===== config.mk =====
export PLATFORM = sky130hd
export DESIGN_NAME = ppfs_top
export DESIGN_NICKNAME = d
export VERILOG_FILES = /design/src/ppfs_pkg.sv /design/src/ppfs_top.sv /design/src/ppfs_field_decode.sv
export SDC_FILE = /design/constraint.sdc
export NUM_CORES = 1
export LEC_CHECK = 0
export BUFFER_PORTS_ARGS = -buffer_cell sky130_fd_sc_hd__buf_2
export CORE_MARGIN = 4
export CORE_UTILIZATION = 45
export DETAILED_ROUTE_END_ITERATION = 10
export GPL_TIMING_DRIVEN = 0
export PLACE_DENSITY = 0.76
export RECOVER_POWER = 25
export SYNTH_ARGS = -nofsm -noshare
export SYNTH_HDL_FRONTEND = slang
export SYNTH_SLANG_ARGS = --single-unit

===== constraint.sdc =====
create_clock -name hclk -period 3 [get_ports hclk]
set_input_delay 0.3 -clock hclk [delete_from_list [all_inputs] [get_ports hclk]]
set_output_delay 0.3 -clock hclk [all_outputs]
set_load 0.02 [all_outputs]

===== src/ppfs_pkg.sv =====
// shared constants and types for the port pin function select block
package ppfs_pkg;

  // ==========================================================================
  // register map
  localparam int unsigned ADDR_W = 8;
  localparam logic [7:0] OFS_K = 8'h00;
  localparam logic [7:0] OFS_L = 8'h04;
  localparam logic [7:0] OFS_M = 8'h08;
  localparam logic [7:0] OFS_SC = 8'h0C;
  localparam logic [7:0] OFS_STAT = 8'h10;

  // ==========================================================================
  // reset values and masks
  localparam logic [15:0] K_RESET = 16'h0000;
  localparam logic [15:0] L_RESET = 16'h0000;
  localparam logic [15:0] M_RESET = 16'hAAAA;
  localparam logic [15:0] SC_RESET = 16'h8008;
  localparam logic [15:0] L_WR_MASK = 16'hFFF0;

  // ==========================================================================
  // per-pin capabilities, one bit per pin
  localparam logic [7:0] K_OUT_MASK = 8'hFF;
  localparam logic [7:0] L_OUT_MASK = 8'h00;
  localparam logic [7:0] M_OUT_MASK = 8'h00;
  localparam logic [7:0] SC_OUT_MASK = 8'h6A;
  localparam logic [7:0] SC_SPLIT_MASK = 8'h15;

  // ==========================================================================
  // status register fields
  localparam int unsigned STAT_TE_BIT = 0;
  localparam int unsigned STAT_RE_BIT = 1;
  localparam int unsigned STAT_ACT_BIT = 2;

  // ==========================================================================
  // bus and modes
  localparam logic [1:0] HTRANS_NONSEQ = 2'b10;

  typedef enum logic [1:0] {
    MODE_PERIPH = 2'b00,
    MODE_OUT = 2'b01,
    MODE_IN_PU = 2'b10,
    MODE_IN = 2'b11
  } ppfs_mode_t;

  typedef enum logic [0:0] {
    ST_IDLE = 1'b0,
    ST_DATA = 1'b1
  } ppfs_state_t;

endpackage : ppfs_pkg


===== src/ppfs_top.sv =====
// pin function select registers for ports k, l, m and the serial-channel port
`timescale 1ns/10ps
module ppfs_top
  import ppfs_pkg::*;
(
  // clock and power-on reset
  input wire logic hclk,
  input wire logic hresetn,
  // ahb-lite slave
  input wire logic hsel,
  input wire logic [31:0] haddr,
  input wire logic [1:0] htrans,
  input wire logic hwrite,
  input wire logic [2:0] hsize,
  input wire logic [31:0] hwdata,
  input wire logic hready,
  output logic [31:0] hrdata,
  output logic hreadyout,
  output logic hresp,
  // serial unit control bits
  input wire logic transmit_enable_bit,
  input wire logic rx_enable_bit,
  // serial unit data and port data bits for the split pins
  input wire logic [2:0] serial_txd_i,
  input wire logic [2:0] serial_port_gpio_i,
  input wire logic [2:0] sc_rx_pad_i,
  output logic [2:0] serial_rxd_o,
  output logic [2:0] serial_port_gpio_in_o,
  // split pin pad controls
  output logic [2:0] sc_tx_pad_o,
  output logic [2:0] sc_tx_oe_n_o,
  output logic [2:0] sc_rx_serial_o,
  output logic [2:0] sc_rx_pull_o,
  // port k pads
  output logic [7:0] k_periph_o,
  output logic [7:0] k_oe_n_o,
  output logic [7:0] k_pull_o,
  // port l pads
  output logic [7:0] l_periph_o,
  output logic [7:0] l_oe_n_o,
  output logic [7:0] l_pull_o,
  // port m pads
  output logic [7:0] m_periph_o,
  output logic [7:0] m_oe_n_o,
  output logic [7:0] m_pull_o,
  // serial port plain pads, bits 0, 2 and 4 unused: periph and pull held low, oe_n held high
  output logic [7:0] sc_periph_o,
  output logic [7:0] sc_oe_n_o,
  output logic [7:0] sc_pull_o
);

  // ==========================================================================
  // bus front end
  ppfs_state_t state_ff;
  ppfs_state_t nxt_state;
  logic [ADDR_W-1:0] addr_ff;
  logic write_ff;
  logic hreadyout_ff;
  logic [31:0] hrdata_ff;
  logic hresp_ff;
  logic [15:0] k_ff;
  logic [15:0] l_ff;
  logic [15:0] m_ff;
  logic [15:0] sc_ff;

  wire accept = hsel && (htrans == HTRANS_NONSEQ) && hready && (state_ff == ST_IDLE);
  wire wr_en = (state_ff == ST_DATA) && write_ff;
  wire rd_en = (state_ff == ST_DATA) && !write_ff;
  wire k_we = wr_en && (addr_ff == OFS_K);
  wire l_we = wr_en && (addr_ff == OFS_L);
  wire m_we = wr_en && (addr_ff == OFS_M);
  wire sc_we = wr_en && (addr_ff == OFS_SC);
  wire sc_active = !transmit_enable_bit && !rx_enable_bit;

  // the write lands at the end of the first data cycle, so decode from nxt_ values
  wire [15:0] nxt_k = k_we ? hwdata[15:0] : k_ff;
  wire [15:0] nxt_l = l_we ? (hwdata[15:0] & L_WR_MASK) : l_ff;
  wire [15:0] nxt_m = m_we ? hwdata[15:0] : m_ff;
  wire [15:0] nxt_sc = sc_we ? hwdata[15:0] : sc_ff;

  wire [31:0] stat_word = {29'h0000000, sc_active, rx_enable_bit, transmit_enable_bit};
  wire [31:0] rd_word = (addr_ff == OFS_K) ? {16'h0000, k_ff} :
                        (addr_ff == OFS_L) ? {16'h0000, l_ff} :
                        (addr_ff == OFS_M) ? {16'h0000, m_ff} :
                        (addr_ff == OFS_SC) ? {16'h0000, sc_ff} :
                        (addr_ff == OFS_STAT) ? stat_word : 32'h00000000;
  wire [31:0] nxt_hrdata = rd_en ? rd_word : hrdata_ff;
  wire nxt_hreadyout = (state_ff == ST_DATA) || !accept;

  always_comb begin
    case (state_ff)
      ST_IDLE: nxt_state = accept ? ST_DATA : ST_IDLE;
      ST_DATA: nxt_state = ST_IDLE;
      default: nxt_state = ST_IDLE;
    endcase
  end

  // one wait state on every transfer lets hrdata come from a flop
  always_ff @(posedge hclk or negedge hresetn) begin
    if (!hresetn) begin
      state_ff <= ST_IDLE;
      addr_ff <= 8'h00;
      write_ff <= 1'b0;
      hreadyout_ff <= 1'b1;
      hrdata_ff <= 32'h00000000;
      hresp_ff <= 1'b0;
    end else begin
      state_ff <= nxt_state;
      addr_ff <= accept ? haddr[ADDR_W-1:0] : addr_ff;
      write_ff <= accept ? hwrite : write_ff;
      hreadyout_ff <= nxt_hreadyout;
      hrdata_ff <= nxt_hrdata;
      hresp_ff <= 1'b0;
    end
  end

  // ==========================================================================
  // function registers
  // hresetn is the power-on reset; no other reset, standby or sleep reaches here
  always_ff @(posedge hclk or negedge hresetn) begin
    if (!hresetn) begin
      k_ff <= K_RESET;
      l_ff <= L_RESET;
      m_ff <= M_RESET;
      sc_ff <= SC_RESET;
    end else begin
      k_ff <= nxt_k;
      l_ff <= nxt_l;
      m_ff <= nxt_m;
      sc_ff <= nxt_sc;
    end
  end

  assign hrdata = hrdata_ff;
  assign hreadyout = hreadyout_ff;
  assign hresp = hresp_ff;

  // ==========================================================================
  // per-pin decode of the plain pins
  logic [7:0] k_per;
  logic [7:0] k_drv;
  logic [7:0] k_pul;
  logic [7:0] l_per;
  logic [7:0] l_drv;
  logic [7:0] l_pul;
  logic [7:0] m_per;
  logic [7:0] m_drv;
  logic [7:0] m_pul;
  logic [7:0] sc_per;
  logic [7:0] sc_drv;
  logic [7:0] sc_pul;

  genvar gi;
  generate
    for (gi = 0; gi < 8; gi++) begin : g_pin
      wire [1:0] sc_field = sc_active ? nxt_sc[2*gi+1:2*gi] : MODE_PERIPH;
      ppfs_field_decode #(.OUT_OK(K_OUT_MASK[gi]), .NO_PULL(1'b0)) u_k (
        .mode(nxt_k[2*gi+1:2*gi]),
        .periph(k_per[gi]),
        .drive(k_drv[gi]),
        .pull(k_pul[gi])
      );
      ppfs_field_decode #(.OUT_OK(L_OUT_MASK[gi]), .NO_PULL(1'b1)) u_l (
        .mode(nxt_l[2*gi+1:2*gi]),
        .periph(l_per[gi]),
        .drive(l_drv[gi]),
        .pull(l_pul[gi])
      );
      ppfs_field_decode #(.OUT_OK(M_OUT_MASK[gi]), .NO_PULL(1'b0)) u_m (
        .mode(nxt_m[2*gi+1:2*gi]),
        .periph(m_per[gi]),
        .drive(m_drv[gi]),
        .pull(m_pul[gi])
      );
      ppfs_field_decode #(.OUT_OK(SC_OUT_MASK[gi]), .NO_PULL(1'b0)) u_sc (
        .mode(sc_field),
        .periph(sc_per[gi]),
        .drive(sc_drv[gi]),
        .pull(sc_pul[gi])
      );
    end
  endgenerate

  // outputs follow the register in the same edge that stores the write
  always_ff @(posedge hclk or negedge hresetn) begin
    if (!hresetn) begin
      k_periph_o <= 8'h00;
      k_oe_n_o <= 8'hFF;
      k_pull_o <= 8'h00;
      l_periph_o <= 8'h00;
      l_oe_n_o <= 8'hFF;
      l_pull_o <= 8'h00;
      m_periph_o <= 8'h00;
      m_oe_n_o <= 8'hFF;
      m_pull_o <= 8'h00;
      sc_periph_o <= 8'h00;
      sc_oe_n_o <= 8'hFF;
      sc_pull_o <= 8'h00;
    end else begin
      k_periph_o <= k_per;
      k_oe_n_o <= ~k_drv;
      k_pull_o <= k_pul;
      l_periph_o <= l_per;
      l_oe_n_o <= ~l_drv;
      l_pull_o <= l_pul;
      m_periph_o <= m_per;
      m_oe_n_o <= ~m_drv;
      m_pull_o <= m_pul;
      sc_periph_o <= sc_per & ~SC_SPLIT_MASK;
      sc_oe_n_o <= ~sc_drv | SC_SPLIT_MASK;
      sc_pull_o <= sc_pul & ~SC_SPLIT_MASK;
    end
  end

  // ==========================================================================
  // split transmit and receive pins, channel c uses the field of pin 2c
  logic [2:0] nxt_tx_pad;
  logic [2:0] nxt_tx_oe_n;
  logic [2:0] nxt_rx_serial;
  logic [2:0] nxt_rx_pull;
  logic [2:0] nxt_gpio_in;
  logic [2:0] nxt_rxd;

  genvar gc;
  generate
    for (gc = 0; gc < 3; gc++) begin : g_chan
      wire [1:0] md = nxt_sc[4*gc+1:4*gc];
      wire gpio_out_sel = sc_active && (md == MODE_OUT);
      wire rx_gpio = sc_active && md[1];
      // one data bit, two pins: output mode never opens the receive pin
      assign nxt_tx_pad[gc] = transmit_enable_bit ? serial_txd_i[gc] : serial_port_gpio_i[gc];
      assign nxt_tx_oe_n[gc] = !(transmit_enable_bit || gpio_out_sel);
      assign nxt_rx_serial[gc] = !rx_gpio;
      assign nxt_rx_pull[gc] = rx_gpio && !md[0];
      assign nxt_gpio_in[gc] = rx_gpio ? sc_rx_pad_i[gc] : 1'b0;
      // idle-high line to the serial unit while the pin belongs to the port
      assign nxt_rxd[gc] = rx_gpio ? 1'b1 : sc_rx_pad_i[gc];
    end
  endgenerate

  always_ff @(posedge hclk or negedge hresetn) begin
    if (!hresetn) begin
      sc_tx_pad_o <= 3'h7;
      sc_tx_oe_n_o <= 3'h7;
      sc_rx_serial_o <= 3'h7;
      sc_rx_pull_o <= 3'h0;
      serial_port_gpio_in_o <= 3'h0;
      serial_rxd_o <= 3'h7;
    end else begin
      sc_tx_pad_o <= nxt_tx_pad;
      sc_tx_oe_n_o <= nxt_tx_oe_n;
      sc_rx_serial_o <= nxt_rx_serial;
      sc_rx_pull_o <= nxt_rx_pull;
      serial_port_gpio_in_o <= nxt_gpio_in;
      serial_rxd_o <= nxt_rxd;
    end
  end

  // ==========================================================================
  // checks
  logic seen_wr_ff;
  always_ff @(posedge hclk or negedge hresetn) begin
    if (!hresetn) begin
      seen_wr_ff <= 1'b0;
    end else begin
      seen_wr_ff <= seen_wr_ff || wr_en;
    end
  end
endmodule : ppfs_top


===== src/ppfs_field_decode.sv =====
// decoder of one two-bit pin mode field into pad controls
`timescale 1ns/10ps
module ppfs_field_decode
  import ppfs_pkg::*;
#(
  parameter bit OUT_OK = 1'b1,
  parameter bit NO_PULL = 1'b0
) (
  // mode field
  input wire logic [1:0] mode,
  // pad controls
  output logic periph,
  output logic drive,
  output logic pull
);

  // ==========================================================================
  // decode; reserved codes give a floating input, the safest pad state
  assign periph = (mode == MODE_PERIPH);
  assign drive = OUT_OK && (mode == MODE_OUT);
  assign pull = !NO_PULL && (mode == MODE_IN_PU);

endmodule : ppfs_field_decode


==> out/metrics.cfg <==
[outcome]
status=finished clean

[flow_run]
cap_violations=0

[floorplanning]
fp.coreArea_um2=16600
io_pins=233
row_count=47
start_util_pct=45.9
dieArea_um2=19100
dieHeight_um=138
dieWidth_um=138

[hold_path]
worstHoldPathType=primary input to flip-flop
min_path_cells=2
min-delay-start=sc_rx_pad_i[2]
hold_path_end=serial_rxd_o[2]$_DFF_PN1_

[routing]
routed-via-count=6104
drt-pass1-iter-count=5
via_per_inst=5.26
wire_per_inst_um=17.7
ant_nets=0
drc=0
drt_wl_total_um=20600
drt_iter0_markers=570

[global_routing]
grt_max_degree=119
grt_pass1_wl_um=32400
antenna_found_initial=2
grt_pass1_vias=6073
track_usage_pct=21.5
overflow=0

[timing]
slew_violations=0
tightest_slew_ns=1.30
min_period_ns=2.68
worst_slack_ns=0.320
max_clock_freq_mhz=373
rsz0062_at_grt=false
setup_viol=0
finalHoldViolCount=0
fin_skew_ns=0.0110
post-route-period-util_pct=89.3
slew-limit-headroom_pct=13.3
timing.hold.ws_ns=0.0790

[worst_setup_path]
r2r-end=sc_periph_o[1]$_DFF_PN0_
crit_fanout=10
crit_type=flip-flop to flip-flop
reg2reg_slack_ns=0.32
reg2regPathDepth=4
cp.required_ns=3.23
cp.arrival_ns=2.91
cp-end-kind=flip-flop
reg2reg_from=addr_ff[5]$_DFFE_PN0P_
startpoint_type=flip-flop

[power_and_ir_drop]
ir_worst_vdd_v=0.000439
power_density_nw_per_um2=610
total_power_mw=5.70
leakagePower_nw=4.21

[logic_synthesis]
ys.flop_type=dfrtp_1
async_flop_share_pct=100
syn_area_um2=7640
syn_avg_cell_area_um2=10.5
synth_seq_cells=171
synth-edff-count=0
synth-seq-area-share_pct=56.6
yosysWarnings=0
ys_types=45
syn_inst=726

[cts]
clk_path_buf_depth=2
cts.clk_slew.worst_paths_ns=0.06
cts_tree=done
htreeDepth=4
cts_buffers=17
cts_root_buf=clkbuf_16
clock_latency_ns=0.43
cts_sinks=171

[place]
place_inst=1127
routabilityCongestion=0.939
portBuffers=131
place_ws_ns=0.304
dpl.hpwl_um=15500

[finish]
seqCellArea_um2=4320
fillCellCount=1486
fin_cells=1161
multi_input_area_um2=2890
drive_above_1_share_pct=25.3
nets=1012
syn_to_final_growth_pct=22.3

==> worst max-delay path, stage by stage (launching register included) <==
cell,delay (ns)
dfrtp_1,0.42
or4_4,0.56
nor4_1,0.77
clkbuf_1,0.45
o311ai_0,0.28
==> state kept, by name (all words and copies together) (netlist names) <==
register	flops
sc_rx_pull_o	3
k_periph_o	8
l_ff	16
k_pull_o	8
serial_port_gpio_in_o	3
sc_rx_serial_o	3
serial_rxd_o	3
l_periph_o	8
addr_ff	8
state_ff	1
hrdata	16
k_ff	16
hreadyout	1
m_pull_o	8
sc_oe_n_o	4
sc_tx_oe_n_o	3
m_periph_o	8
k_oe_n_o	8
sc_ff	16
write_ff	1
sc_tx_pad_o	3
m_ff	16
sc_periph_o	5
sc_pull_o	5
==> cell type report <==
type,instances,share of cell area [%]
clock buffer,22,4.97
inverter,12,0.482
antenna,1,0.0268
multi-input combinational,493,30.9
sequential,171,46.3
timing repair buffer,133,6.74
buffer,99,6.20
clock inverter,10,1.50
tap,220,2.95
==> cells by family after synthesis <==
group | synth area share [%]
and+or+nand+nor | 19.8
DFF | 56.6
buffers and inverters | 8.17
AOI/OAI and AO/OA | 9.18
muxes | 6.14
other | 0.0983
==> cell usage in the layout (no fill, tap or decap), drive strengths merged, types with 14 or more instances in the layout <==
cell | synthesis | routed
clkbuf | 34 | 109
nand2b | 17 | 17
dfstp | 35 | 35
dfrtp | 136 | 136
o31ai | 16 | 16
nand3b | 15 | 15
nand2 | 177 | 177
nor2 | 20 | 20
o21ai | 29 | 29
inv | 12 | 14
buf | 65 | 144
nor3b | 20 | 20
conb | 2 | 51
==> synthesized netlist by cell type, drive strengths merged, types with 9 or more instances <==
| library cell | number | area share, % |
|---|---|---|
| nand2b | 17 | 1.4 |
| a31oi | 11 | 0.90 |
| a21oi | 11 | 0.72 |
| nor2 | 20 | 0.98 |
| or3 | 9 | 0.74 |
| nor3 | 11 | 0.72 |
| a22o | 13 | 1.5 |
| mux2 | 12 | 1.8 |
| nand2 | 177 | 8.7 |
| inv | 12 | 0.59 |
| nor3b | 20 | 2.0 |
| o21ai | 29 | 1.9 |
| or2 | 9 | 0.74 |
| mux4 | 13 | 3.8 |
| dfstp | 35 | 12 |
| o31ai | 16 | 1.6 |
| buf | 65 | 5.9 |
| dfrtp | 136 | 45 |
| clkbuf | 34 | 1.7 |
| nand3b | 15 | 1.5 |
==> layer usage <==
metal  vias up  part of all wire, %  global-route usage [%]  routed length, um
met5         -                0.034                       0                  7
met3        52                  8.8                    6.49               1820
li1       2775                    -                       -                  -
met2       296                   49                    36.0              10100
met4         2                  3.1                    8.01                644
met1      2979                   39                    26.3               8040
==> metrics by stage <==
stage | util (%) | cell area (um2) | TNS [ns]
6_report | 56.1 | 9340 | 0
5_1_grt | 56.1 | 9340 | 0
4_1_cts | 56.5 | 9410 | 0
3_5_place_dp | 52.8 | 8790 | 0
3_3_place_gp | 52.6 | 8760 | -119.75
2_1_floorplan | - | 7830 | 0
==> what timing repair did <==
item                       CTS  global route
resized for setup            0             1
hold endpoints to repair    46             0
setup endpoints to repair    0             2
buffers inserted             0             0
hold buffers                 1             0
==> power breakdown <==
part	internal (mW)	leakage, nW	switching (mW)	total [mW]
logic	0.319	1.95	0.522	0.841
registers	2.49	1.96	0.123	2.61
clock network	1.36	0.299	0.893	2.25
total	4.16	4.21	1.54	5.70
==> worst max-delay path by stage <==
stage	start	to	cells after the start
floorplan	addr_ff[5]$_DFFE_PN0P_	sc_pull_o[1]$_DFF_PN0_	6
detailed placement	addr_ff[4]$_DFFE_PN0P_	m_pull_o[0]$_DFF_PN0_	6
finish	addr_ff[5]$_DFFE_PN0P_	sc_periph_o[1]$_DFF_PN0_	4
global placement	hresetn	l_periph_o[0]$_DFF_PN0_	1
CTS	addr_ff[4]$_DFFE_PN0P_	m_pull_o[0]$_DFF_PN0_	6
global route	addr_ff[5]$_DFFE_PN0P_	sc_periph_o[1]$_DFF_PN0_	4
Power figures use the tool's default switching activity.
